==> src/sdci_pkg.sv <==
// Function
// Busy bit 31 low until init done; bit30 zero
// Voltage window bits 23..15 all read one
// Low-voltage switch flag bit 24 reads zero
// Reserved conditions bits read zero
// Identification word 128 bits, maker/OEM/name/revision fields
// Serial 55..24, date 19..8, 23..20 zero
// Checksum in bits 7..1, bit 0 one
// Provide all card registers at listed widths; configuration and status words are stored but never read out
// No driver-stage register, no strength programming
// Host repeats condition query until ready
// Identification query returns full identification word
// Register contents shift out MSB first
package sdci_pkg;

  // Clock and power-up timing
  localparam int CLK_PERIOD_NS = 5;
  localparam int INIT_TIME_NS  = 1000;
  localparam int INIT_CYCLES   = (INIT_TIME_NS + CLK_PERIOD_NS - 1) / CLK_PERIOD_NS;
  localparam int INIT_CNT_W    = 16;
  localparam logic [INIT_CNT_W-1:0] INIT_LAST = INIT_CNT_W'(INIT_CYCLES - 1);

  // Register widths
  localparam int OCR_W = 32;
  localparam int CID_W = 128;
  localparam int CSD_W = 128;
  localparam int RCA_W = 16;
  localparam int SCR_W = 64;
  localparam int SSR_W = 512;

  // Operating-conditions word layout
  localparam int OCR_BUSY_BIT = 31;
  localparam int OCR_CCS_BIT  = 30;
  localparam int OCR_LOW_VOLTAGE_SWITCH_OK_BIT = 24;
  localparam int OCR_VWIN_MSB = 23;
  localparam int OCR_VWIN_LSB = 15;
  localparam logic [8:0] OCR_VWIN_ALL = 9'h1FF;

  // Identification word layout
  localparam int CID_MID_LSB = 120;
  localparam int CID_OID_LSB = 104;
  localparam int CID_PNM_LSB = 64;
  localparam int CID_PRV_LSB = 56;
  localparam int CID_PSN_LSB = 24;
  localparam int CID_RSV_LSB = 20;
  localparam int CID_MDT_LSB = 8;
  localparam int CID_CRC_LSB = 1;

  // Link framing
  localparam int CMD_LEN   = 48;
  localparam int LONG_LEN  = 136;
  localparam int NCR_EDGES = 2;
  localparam logic [5:0] IDX_ALL_ONES = 6'h3F;
  localparam logic [6:0] CRC_ALL_ONES = 7'h7F;
  localparam logic [31:0] R1_APP_STATUS = 32'h0000_0020;

  // Command indexes
  localparam logic [5:0] CMD_GO_IDLE   = 6'h00;
  localparam logic [5:0] CMD_ALL_CID   = 6'h02;
  localparam logic [5:0] CMD_SEND_RCA  = 6'h03;
  localparam logic [5:0] CMD_DRV_STAGE = 6'h04;
  localparam logic [5:0] CMD_SEND_CSD  = 6'h09;
  localparam logic [5:0] CMD_SEND_CID  = 6'h0A;
  localparam logic [5:0] CMD_APP       = 6'h37;
  localparam logic [5:0] ACMD_OP_COND  = 6'h29;

  // Word store map, 128-bit words
  localparam int MW_AW = 3;
  localparam int MW_DEPTH = 8;
  localparam logic [MW_AW-1:0] MW_CID  = 3'h0;
  localparam logic [MW_AW-1:0] MW_CSD  = 3'h1;
  localparam logic [MW_AW-1:0] MW_SCR  = 3'h2;
  localparam logic [MW_AW-1:0] MW_SSR0 = 3'h3;
  localparam logic [MW_AW-1:0] MW_LAST = 3'h6;

  typedef enum logic [1:0] {RSP_NONE, RSP_SHORT, RSP_OCR, RSP_LONG} sdci_rsp_t;

  // Seven-bit checksum, polynomial x^7 + x^3 + 1; leading zeros do not change it
  function automatic logic [6:0] crc7(input logic [119:0] d);
    logic [6:0] c;
    logic       fb;
    c = 7'h00;
    for (int i = 119; i >= 0; i--) begin
      fb = d[i] ^ c[6];
      c  = {c[5:0], 1'b0} ^ (fb ? 7'h09 : 7'h00);
    end
    return c;
  endfunction

endpackage

==> src/sdci_card_info.sv <==
`timescale 1ns/100ps
module sdci_card_info import sdci_pkg::*; #(
  parameter logic [7:0]       MAKER_CODE   = 8'h5A,       // Arbitrary value
  parameter logic [15:0]      OEM_CODE     = 16'h4B4C,    // Arbitrary value
  parameter logic [39:0]      PRODUCT_NAME = 40'h4D_4E_4F_50_51,
  parameter logic [7:0]       PRODUCT_REV  = 8'h10,
  parameter logic [31:0]      SERIAL_NUM   = 32'h0000_0001,
  parameter logic [11:0]      MFG_DATE     = 12'h001,
  parameter logic [RCA_W-1:0] RCA_VALUE    = 16'h0001,
  parameter logic [CSD_W-1:0] CSD_IMAGE    = 128'h1,
  parameter logic [SCR_W-1:0] SCR_IMAGE    = 64'h0,
  parameter logic [SSR_W-1:0] SSR_IMAGE    = 512'h0
) (
  // Clock and reset
  input  wire logic sys_clk,
  input  wire logic rst_n,
  input  wire logic clk_en,
  // Card pins, host clocked
  input  wire logic sd_clk_pin,
  input  wire logic cmd_in,
  output logic      cmd_out,
  output logic      cmd_oe,
  // Status
  output logic      card_ready
);

  typedef enum logic [2:0] {ST_LOAD, ST_IDLE, ST_RX, ST_GAP, ST_TX} sdci_state_t;

  sdci_state_t            state_q;
  sdci_rsp_t              rsp_q;
  logic                   clk_s1_q, clk_s2_q, clk_s3_q;
  logic                   cmd_s1_q, cmd_s2_q;
  logic [INIT_CNT_W-1:0]  init_cnt_q;
  logic                   init_done_q;
  logic [MW_AW-1:0]       load_idx_q;
  logic [MW_AW-1:0]       raddr_q;
  logic [CMD_LEN-1:0]     rx_q;
  logic [5:0]             rx_cnt_q;
  logic                   app_q;
  logic [5:0]             idx_q;
  logic [31:0]            pay_q;
  logic [1:0]             gap_q;
  logic [LONG_LEN-1:0]    tx_q;
  logic [7:0]             tx_cnt_q;
  logic [CID_W-1:0]       mem_rdata;

  // Register images, fixed except the busy bit of ocr_word, which follows init_done_q
  wire [119:0]     cid_body = {MAKER_CODE, OEM_CODE, PRODUCT_NAME, PRODUCT_REV,
                               SERIAL_NUM, 4'h0, MFG_DATE};
  wire [CID_W-1:0] cid_word = {cid_body, crc7(cid_body), 1'b1};
  wire [OCR_W-1:0] ocr_word = {init_done_q, 1'b0, 5'h00, 1'b0,
                               OCR_VWIN_ALL, 15'h0000};

  // Load data for the word store; status block fills four words
  wire [1:0]       ssr_sel   = 2'(load_idx_q - MW_SSR0);
  wire [CID_W-1:0] ssr_chunk = SSR_IMAGE[(3 - ssr_sel) * 128 +: 128];
  wire [CID_W-1:0] load_word = (load_idx_q == MW_CID) ? cid_word :
                               (load_idx_q == MW_CSD) ? CSD_IMAGE :
                               (load_idx_q == MW_SCR) ? {64'h0, SCR_IMAGE} : ssr_chunk;
  wire             mem_we    = (state_q == ST_LOAD);

  // Edges of the host clock, read only after the second stage
  wire sd_rise = clk_s2_q & ~clk_s3_q;
  wire sd_fall = ~clk_s2_q & clk_s3_q;

  // Command decode on the last bit of a frame
  wire [CMD_LEN-1:0] rx_full  = {rx_q[CMD_LEN-2:0], cmd_s2_q};
  wire [5:0]         cmd_idx  = rx_full[45:40];
  wire               frame_ok = rx_full[46] & rx_full[0];
  wire               rx_done  = (state_q == ST_RX) && sd_rise && (rx_cnt_q == 6'(CMD_LEN - 1));
  wire               is_cid   = (cmd_idx == CMD_ALL_CID) || (cmd_idx == CMD_SEND_CID);
  wire               is_ocr   = app_q && (cmd_idx == ACMD_OP_COND);
  // Driver-stage command is not recognised and gets no response
  wire sdci_rsp_t    rsp_sel  = !frame_ok ? RSP_NONE :
                                is_ocr ? RSP_OCR :
                                (is_cid || cmd_idx == CMD_SEND_CSD) ? RSP_LONG :
                                (cmd_idx == CMD_SEND_RCA || cmd_idx == CMD_APP) ? RSP_SHORT :
                                RSP_NONE;
  wire [31:0]        pay_sel  = (cmd_idx == CMD_APP) ? R1_APP_STATUS : {RCA_VALUE, 16'h0000};

  // Response images, left aligned so the MSB leaves first
  wire [LONG_LEN-1:0] img_long  = {2'b00, IDX_ALL_ONES, mem_rdata[CID_W-1:1], 1'b1};
  wire [LONG_LEN-1:0] img_short = {2'b00, idx_q, pay_q, crc7({80'h0, 2'b00, idx_q, pay_q}),
                                   1'b1, 88'h0};
  wire [LONG_LEN-1:0] img_ocr   = {2'b00, IDX_ALL_ONES, ocr_word, CRC_ALL_ONES, 1'b1, 88'h0};
  wire [LONG_LEN-1:0] tx_img    = (rsp_q == RSP_LONG) ? img_long :
                                  (rsp_q == RSP_OCR) ? img_ocr : img_short;
  wire [7:0]          tx_len    = (rsp_q == RSP_LONG) ? 8'(LONG_LEN - 1) : 8'(CMD_LEN - 1);
  wire                tx_load   = (state_q == ST_GAP) && sd_fall && (gap_q == 2'(NCR_EDGES - 1));

  // Word store for identification, specific data, configuration and status
  sdci_word_mem #(
    .WIDTH (CID_W),
    .DEPTH (MW_DEPTH),
    .AW    (MW_AW)
  ) u_mem (
    .sys_clk (sys_clk),
    .clk_en  (clk_en),
    .we      (mem_we),
    .waddr   (load_idx_q),
    .wdata   (load_word),
    .raddr   (raddr_q),
    .rdata   (mem_rdata)
  );

  // Pin synchronisers
  always_ff @(posedge sys_clk or negedge rst_n) begin
    if (!rst_n) begin
      {clk_s1_q, clk_s2_q, clk_s3_q} <= 3'h0;
      {cmd_s1_q, cmd_s2_q}           <= 2'h3;
    end else if (clk_en) begin
      {clk_s1_q, clk_s2_q, clk_s3_q} <= {sd_clk_pin, clk_s1_q, clk_s2_q};
      {cmd_s1_q, cmd_s2_q}           <= {cmd_in, cmd_s1_q};
    end
  end

  // Power-up timer; busy reads until it expires
  always_ff @(posedge sys_clk or negedge rst_n) begin
    if (!rst_n) begin
      init_cnt_q  <= '0;
      init_done_q <= 1'b0;
    end else if (clk_en && !init_done_q) begin
      init_cnt_q  <= init_cnt_q + 1'b1;
      init_done_q <= (init_cnt_q == INIT_LAST);
    end
  end

  // Frame receiver, response scheduler and MSB-first shifter
  always_ff @(posedge sys_clk or negedge rst_n) begin
    if (!rst_n) begin
      state_q    <= ST_LOAD;
      rsp_q      <= RSP_NONE;
      load_idx_q <= '0;
      raddr_q    <= '0;
      rx_q       <= '0;
      rx_cnt_q   <= '0;
      app_q      <= 1'b0;
      idx_q      <= '0;
      pay_q      <= '0;
      gap_q      <= '0;
      tx_q       <= '0;
      tx_cnt_q   <= '0;
      cmd_out    <= 1'b1;
      cmd_oe     <= 1'b0;
    end else if (clk_en) begin
      case (state_q)
        ST_LOAD: begin
          load_idx_q <= load_idx_q + 1'b1;
          if (load_idx_q == MW_LAST) begin
            state_q <= ST_IDLE;
          end
        end
        ST_IDLE: begin
          if (sd_rise && !cmd_s2_q) begin
            rx_q     <= '0;
            rx_cnt_q <= 6'h01;
            state_q  <= ST_RX;
          end
        end
        ST_RX: begin
          if (sd_rise) begin
            rx_q     <= rx_full;
            rx_cnt_q <= rx_cnt_q + 1'b1;
          end
          if (rx_done) begin
            rsp_q   <= rsp_sel;
            idx_q   <= cmd_idx;
            pay_q   <= pay_sel;
            raddr_q <= (cmd_idx == CMD_SEND_CSD) ? MW_CSD : MW_CID;
            gap_q   <= '0;
            // Application prefix lasts for exactly one following command
            app_q   <= frame_ok && (cmd_idx == CMD_APP);
            state_q <= (rsp_sel == RSP_NONE) ? ST_IDLE : ST_GAP;
          end
        end
        ST_GAP: begin
          if (sd_fall) begin
            gap_q <= gap_q + 1'b1;
          end
          if (tx_load) begin
            cmd_out  <= tx_img[LONG_LEN-1];
            cmd_oe   <= 1'b1;
            tx_q     <= {tx_img[LONG_LEN-2:0], 1'b1};
            tx_cnt_q <= tx_len;
            state_q  <= ST_TX;
          end
        end
        ST_TX: begin
          if (sd_fall) begin
            if (tx_cnt_q == 8'h00) begin
              cmd_oe  <= 1'b0;
              cmd_out <= 1'b1;
              state_q <= ST_IDLE;
            end else begin
              cmd_out  <= tx_q[LONG_LEN-1];
              tx_q     <= {tx_q[LONG_LEN-2:0], 1'b1};
              tx_cnt_q <= tx_cnt_q - 1'b1;
            end
          end
        end
        default: begin
          state_q <= ST_IDLE;
        end
      endcase
    end
  end

  assign card_ready = init_done_q;
endmodule

==> src/sdci_word_mem.sv <==
`timescale 1ns/100ps
module sdci_word_mem #(
  parameter int WIDTH = 128,
  parameter int DEPTH = 8,
  parameter int AW    = 3
) (
  // Clock
  input  wire logic             sys_clk,
  input  wire logic             clk_en,
  // Write side
  input  wire logic             we,
  input  wire logic [AW-1:0]    waddr,
  input  wire logic [WIDTH-1:0] wdata,
  // Read side
  input  wire logic [AW-1:0]    raddr,
  output logic      [WIDTH-1:0] rdata
);

  logic [WIDTH-1:0] mem_q [DEPTH];

  // Registered read, one cycle behind the address
  always_ff @(posedge sys_clk) begin
    if (clk_en) begin
      if (we) begin
        mem_q[waddr] <= wdata;
      end
      rdata <= mem_q[raddr];
    end
  end

endmodule
==> config.mk <==
export PLATFORM = sky130hd
export DESIGN_NAME = sdci_card_info
export DESIGN_NICKNAME = d
export VERILOG_FILES = /design/src/sdci_pkg.sv /design/src/sdci_card_info.sv /design/src/sdci_word_mem.sv
export SDC_FILE = /design/constraint.sdc
export NUM_CORES = 1
export LEC_CHECK = 0
export BUFFER_PORTS_ARGS = -buffer_cell sky130_fd_sc_hd__clkbuf_2
export CAP_MARGIN = 20
export CORE_AREA = 2 2 164 166
export CTS_CLUSTER_DIAMETER = 60
export CTS_CLUSTER_SIZE = 12
export DETAILED_ROUTE_END_ITERATION = 10
export DIE_AREA = 0 0 166 168
export PLACE_DENSITY_LB_ADDON = 0.05
export SLEW_MARGIN = 20
export SYNTH_ARGS = -nofsm -noshare
export SYNTH_HDL_FRONTEND = slang
export SYNTH_SLANG_ARGS = --single-unit
==> constraint.sdc <==
create_clock -name sys_clk -period 2.85 [get_ports sys_clk]
set_input_delay 0.4275 -clock sys_clk [delete_from_list [all_inputs] [get_ports sys_clk]]
set_output_delay 0.4275 -clock sys_clk [all_outputs]
set_load 0.005 [all_outputs]
# [Yosys cells after proc, flatten, opt, wreduce, memory -nomap -nowiden]
# Memories as Yosys holds them, arrays and structs flattened. A register that Yosys moved wholly into a read port is not among the register bits.
# Cells that the tools add are included.
[classes] add_sub_neg=7 eq_ne=27 shifts=1 n_mux=86 bitwise=79 n_reduce_logical=28
[op_table] operator="2-to-1 mux 136 bit" n=4
[op_table] operator="indexed part select 512 x 33 -> 128 bit, first input constant" n=1
[op_table] operator="2-to-1 mux 128 bit" n=3
[op_table] operator="case mux 136 bit (2 select lines)" n=1
[op_table] operator="XOR 7 bit" n=37
[op_table] operator="2-to-1 mux 4 bit" n=38
[op_table] operator="2-to-1 mux 134 bit" n=1
[op_table] operator="2-to-1 mux 46 bit" n=2
[op_table] operator="case mux 46 bit (2 select lines)" n=1
[op_table] operator="XOR 1 bit" n=36
[op_table] operator="2-to-1 mux 8 bit" n=4
[op_table] operator="== test 6 bit, second input constant" n=3
[op_table] operator="2-to-1 mux 3 bit" n=6
[op_table] operator="2-to-1 mux 17 bit" n=1
[op_table] operator="adder 16 x 1 -> 16 bit, second input constant" n=1
[op_table] operator="== test 16 x 8 -> 1 bit, second input constant" n=1
[op_table] operator="inequality test 2 bit, second input constant" n=8
[op_table] operator="case mux 8 bit (2 select lines)" n=1
[op_table] operator="case mux 3 bit (5 select lines)" n=1
[op_table] operator="== test 6 x 2 -> 1 bit, second input constant" n=2
[op_table] operator="== test 6 x 4 -> 1 bit, second input constant" n=2
[op_table] operator="2-to-1 mux 2 bit" n=6
[op_table] operator="2-to-1 mux 6 bit" n=2
[op_table] operator="case mux 6 bit (2 select lines)" n=1
[op_table] operator="30 further kinds" n=65
[word_totals] register_bits=272 ramBits=1024 input_bits=5 out_inout_bits=3 word_cells=250 memories=1
[memory_table] name="u_mem.mem_q" depth=8 width=128 rd=1 rd_ports_with_merged_regs=1 wr=1 line="sdci_word_mem.sv:19" rtl="logic [WIDTH-1:0] mem_q [DEPTH];"

# [Depth between registers and ports, before layout]
[depth] depth_word=115 ltp_mapped=10 ltp_nobuf=7

# [Cells and area by module]
# From an unflattened synthesis, not the netlist that was laid out.
[hier_totals] cells_unflattened=2525 area_unflattened_um2=53171.0
[modules_own_cells] mod="sdci_word_mem" n_inst=1 cells_each=1620 area_per_inst_um2=42842.3 seq_area_each_um2=34593.2
[modules_own_cells] mod="sdci_card_info" n_inst=1 cells_each=905 area_per_inst_um2=10328.7 seq_area_each_um2=6009.5

# [Worst setup path after synthesis]
# No wires, ideal clock.
[synth_timing] path_type="register -> register" start="reg state_q[0]" end="reg tx_q[94]" setup_time_ps=118 arrival_ps=1975 required_time_ps=2732 setup_slack_ps=757 path_stages_with_launch=10 path_buffers=4 period_less_slack_ps=2093 path_cell_list="dfrtp_1 -> buf_6 -> or3b_1 -> buf_2 -> a31o_4 -> o21a_1 -> buf_6 -> buf_4 -> a22o_1 -> a21o_1"
[synth_via] elab_chain_len=5 elab_cells_between_ends=10 cone_classes="5 x eq/ne; 1 x mux; 4 x reduce/logical"
[synth_rtl] element="start: declaration" line="sdci_card_info.sv:29" rtl="sdci_state_t state_q;"
[synth_rtl] element="start signal: assignment" line="sdci_card_info.sv:173" rtl="state_q <= (rsp_sel == RSP_NONE) ? ST_IDLE : ST_GAP;"
[synth_rtl] element="== test 3 x 2 -> 1 bit" line="sdci_card_info.sv:89, sdci_card_info.sv:146"
[synth_rtl] element="logical AND 1 bit (2 in series)" line="sdci_card_info.sv:89" rtl="wire tx_load = (state_q == ST_GAP) && sd_fall && (gap_q == 2'(NCR_EDGES - 1));"
[synth_rtl] element="inequality test 2 bit (no source line)"
[synth_rtl] element="AND reduction 5 bit (no source line)"
[synth_rtl] element="end signal: assignment" line="sdci_card_info.sv:183" rtl="tx_q <= {tx_img[LONG_LEN-2:0], 1'b1};"
[synth_rtl] element="end signal: assignment" line="sdci_card_info.sv:196" rtl="tx_q <= {tx_q[LONG_LEN-2:0], 1'b1};"
[synth_rtl] element="end: declaration" line="sdci_card_info.sv:43" rtl="logic [LONG_LEN-1:0] tx_q;"
# Several ways; a longest one is shown, not always the timed one.
# A chain may end at the register's enable or synchronous reset.

# [Final worst setup path]
[layout_timing] start="reg state_q[0]" end="reg tx_q[79]"
# Same word-level chain as after synthesis.

==> impl_results.md <==
- Status: complete, no violations
- CTS sink cnt: between 200 and 250
- DR WL/cell: between 10 and 15 um
- Crit-path max FO: 26
- Top cell type's share of synthesized area: 0.5749
- Final net count: between 1000 and 1500
- Final setup fails: 0
- # DRC: 0
- Post-Syn Area: 10320 um^2
- Total of max-cap violations: 0
- Crit Path Class: reg2reg
- Via count: between 7000 and 8000
- Synthesis Warnings: 0
- VDD IR max: 0.4976 mV
- Worst-Skew Late Latency: between 0.5 and 0.6 ns
- CP Data Arrival Time: around 2.7 ns
- Post-Syn Area per Cell: between 9 and 10 um^2
- Psw: between 0.002 and 0.0025 W
- Root Buffer: clkbuf_16
- Reg area: ~6000 um^2
- Design Power: between 0.008 and 0.009 W
- Async SR Flop Fraction: 0.9877
- Worst setup slack after layout: ~0.52 ns
- CP required: between 3 and 4 ns
- Worst Max-Slew Pin Slew: between 0.9 and 1 ns
- DR pass1 iterations: 5
- Worst hold path stage count: 2
- Vias in the first global route: roughly 7400
- Largest net degree at the start of global routing: 85
- Worst hold slack: between 0.1 and 0.15 ns
- CTS clk-pin slew, worst paths: roughly 0.06 ns
- Post-Route WL: 21.01 mm
- Core Util, Final: 0.4484
- Post-synth EDFFs: 3
- Max-slew headroom: 0.3687
- PD cells: between 700 and 800 nW/um^2
- Number of DRC markers in iteration 0: ~440
- Congestion Overflow GR: 0
- Starting density of the core: 0.3915
- Vias/cell: ~5
- Pre-CTS setup slack: 0.5340 ns
- Peak Freq: between 400 and 500 MHz
- FP Rows: 60
- Die width: about 170 um
- Comb power frac: 0.128
- TritonCTS buffer count: 29
- Initial antenna violation count: 0
- Core area: approximately 26000 um^2
- # fillers: between 2000 and 3000
- Min-delay worst type: in2reg
- First-pass GRT wire length: 37.25 mm
- Ports: 8
- Clock Path Buffers: 3
- Crit end category: flop
- Pint: around 0.0063 W
- Pins Over Slew Limit: 0
- PortBufs: 7
- Multi-input logic area: slightly below 4000 um^2
- Clock group share of total power: 0.421
- Seq/Total Area, Yosys: 0.5913
- Skew final: between 0.015 and 0.02 ns
- Synth Flop Type: dfrtp_1
- Period utilization: 0.8159
- Total die area: about 28000 um^2
- Die height: roughly 170 um
- Routability cong.: 0.7276
- Final min period: about 2.3 ns
- RSZ-0062 raised after global routing: false
- Post-DP HPWL: between 10 and 15 mm
- CTS tree: done
- Seq pwr share: 0.451
- Switching Fraction: 0.2700
- Area Overhead vs Synth: 14.53%
- CTS HTree Levels: 1
- N_diodes: 0
- Startpoint Class: flop
- Seq cells post-synth: approximately 240
- R2R cell count: 6
- Synth top area cells: dfrtp_1 57%, nand2_1 11%, nand3_1 4.7%, o21ai_0 4.6%, a221o_1 2.3%
- Final hold vios: 0
- DRT antenna net count: 0
- Post-synth top area cell: dfrtp_1
- GRT Total Usage: 0.1570
- Syn nets: 1082
- Pleak: about 5.6 nW
- Postcts setup bufs: 0
- Setup TNS: 0 ns
- Synth cell types: between 50 and 60
- Syn Inst Count: between 1000 and 1500
- Share of layout cells above drive strength 1: 0.09917
## cell type report
class / instances / share of cell area
clock inverter: 14 / 0.01387
timing repair buffer: 39 / 0.03495
sequential: 243 / 0.5163
inverter: 13 / 0.004130
tap: 341 / 0.03611
multi-input combinational: 744 / 0.3285
clock buffer: 36 / 0.06619
## state kept, by name (all words and copies together) (netlist names), 2 cells and up
signal,count
rx_cnt_q,6
idx_q,6
rsp_q,2
state_q,3
init_cnt_q,16
tx_cnt_q,8
load_idx_q,3
tx_q,136
pay_q,2
gap_q,2
rx_q,46
u_mem.mem_q,2
## critical path: stages (launching register included)
cell and delay, ns:
dfrtp_1 0.37, or3b_1 0.41, buf_4 0.22, a31o_4 0.25, o21a_2 0.40, buf_12 0.24, a221o_1 0.29
## layer usage
layer / global-route usage / part of all wire
met5: 0 / 0
met4: 0.04234 / 0.018
met3: 0.02539 / 0.033
met2: 0.2520 / 0.45
met1: 0.2225 / 0.50
## cells in the final DEF (no fill, tap or decap), drive strengths merged, types with 4 or more instances in the layout
cell and n:
nand3 96, o22ai 4, mux2 12, nand2b 4, clkinv 6, clkinvlp 5
clkbuf 42, a221o 24, o31ai 8, and3 9, nand4 5, nor2b 4
xnor2 27, buf 32, dfrtp 237, o21ai 95, xor2 5, nor2 39
nor3 5, a21oi 33, inv 13, a21o 5, ha 8, a211oi 6
nand2 316, nor4 7
## what timing repair did
item | in CTS | in global routing
gates resized for setup | 0 | 0
hold buffers | 1 | 0
hold endpoints to repair | 78 | 0
## power by group through the flow
stage	logic, W	registers [W]	clock network, W
after floorplan	0.000793	0.00392	0
after global placement	0.00114	0.00398	0
after detailed placement	0.00114	0.00397	0
after CTS	0.00114	0.00391	0.00378
after global routing	0.00129	0.00396	0.00392
final	0.00112	0.00392	0.00366
## metrics by stage
stage               instances  cell area, um^2
finish                   1430            11820
global route             1430            11820
CTS                      1430            11820
detailed placement       1379            10860
global placement         1379            10860
floorplan                1069            10320
## worst paths after layout
| path | startpoint | end | slack (ns) |
|---|---|---|---|
| max | state_q[0]$_DFFE_PN0P_ | tx_q[79]$_DFFE_PN0P_ | 0.52 |
| min | sd_clk_pin | clk_s1_q$_DFFE_PN0P_ | 0.12 |
| max reg2reg | state_q[0]$_DFFE_PN0P_ | tx_q[79]$_DFFE_PN0P_ | 0.52 |
| min reg2reg | tx_q[104]$_DFFE_PN0P_ | tx_q[105]$_DFFE_PN0P_ | 0.46 |
| max in group asynchronous | rst_n | cmd_s1_q$_DFFE_PN1P_ | 1.54 |
| min in group asynchronous | rst_n | tx_q[74]$_DFFE_PN0P_ | 0.47 |
## cells in the mapped netlist, types with 3 or more instances
cell type / instances
nand2_1: 316
xor2_1: 5
nand4_1: 5
xnor2_1: 27
and3_1: 9
nor3_1: 5
a21o_1: 5
dfrtp_1: 237
nor2b_1: 4
a21oi_1: 33
o31ai_1: 8
mux2_2: 12
a221o_1: 24
o22ai_1: 4
o21ai_0: 94
buf_2: 23
nand3_1: 96
nor4_1: 7
edfxtp_1: 3
dfstp_2: 3
inv_1: 12
clkbuf_1: 43
nand2b_1: 4
nor2_1: 38
a211oi_1: 6
ha_1: 8
## cells by family after synthesis
| family | count (synthesis) | synth area share |
|---|---|---|
| multiplexers | 13 | 0.01407 |
| XOR/XNOR | 32 | 0.02717 |
| AND/OR/NAND/NOR | 503 | 0.2093 |
| AO/OA/AOI/OAI | 188 | 0.1140 |
| adder cells (fa/ha/maj) | 8 | 0.009703 |
| buffers and inverters | 82 | 0.03444 |
| flip-flops | 243 | 0.5913 |
Note: power is estimated with default switching activity, not from simulation.
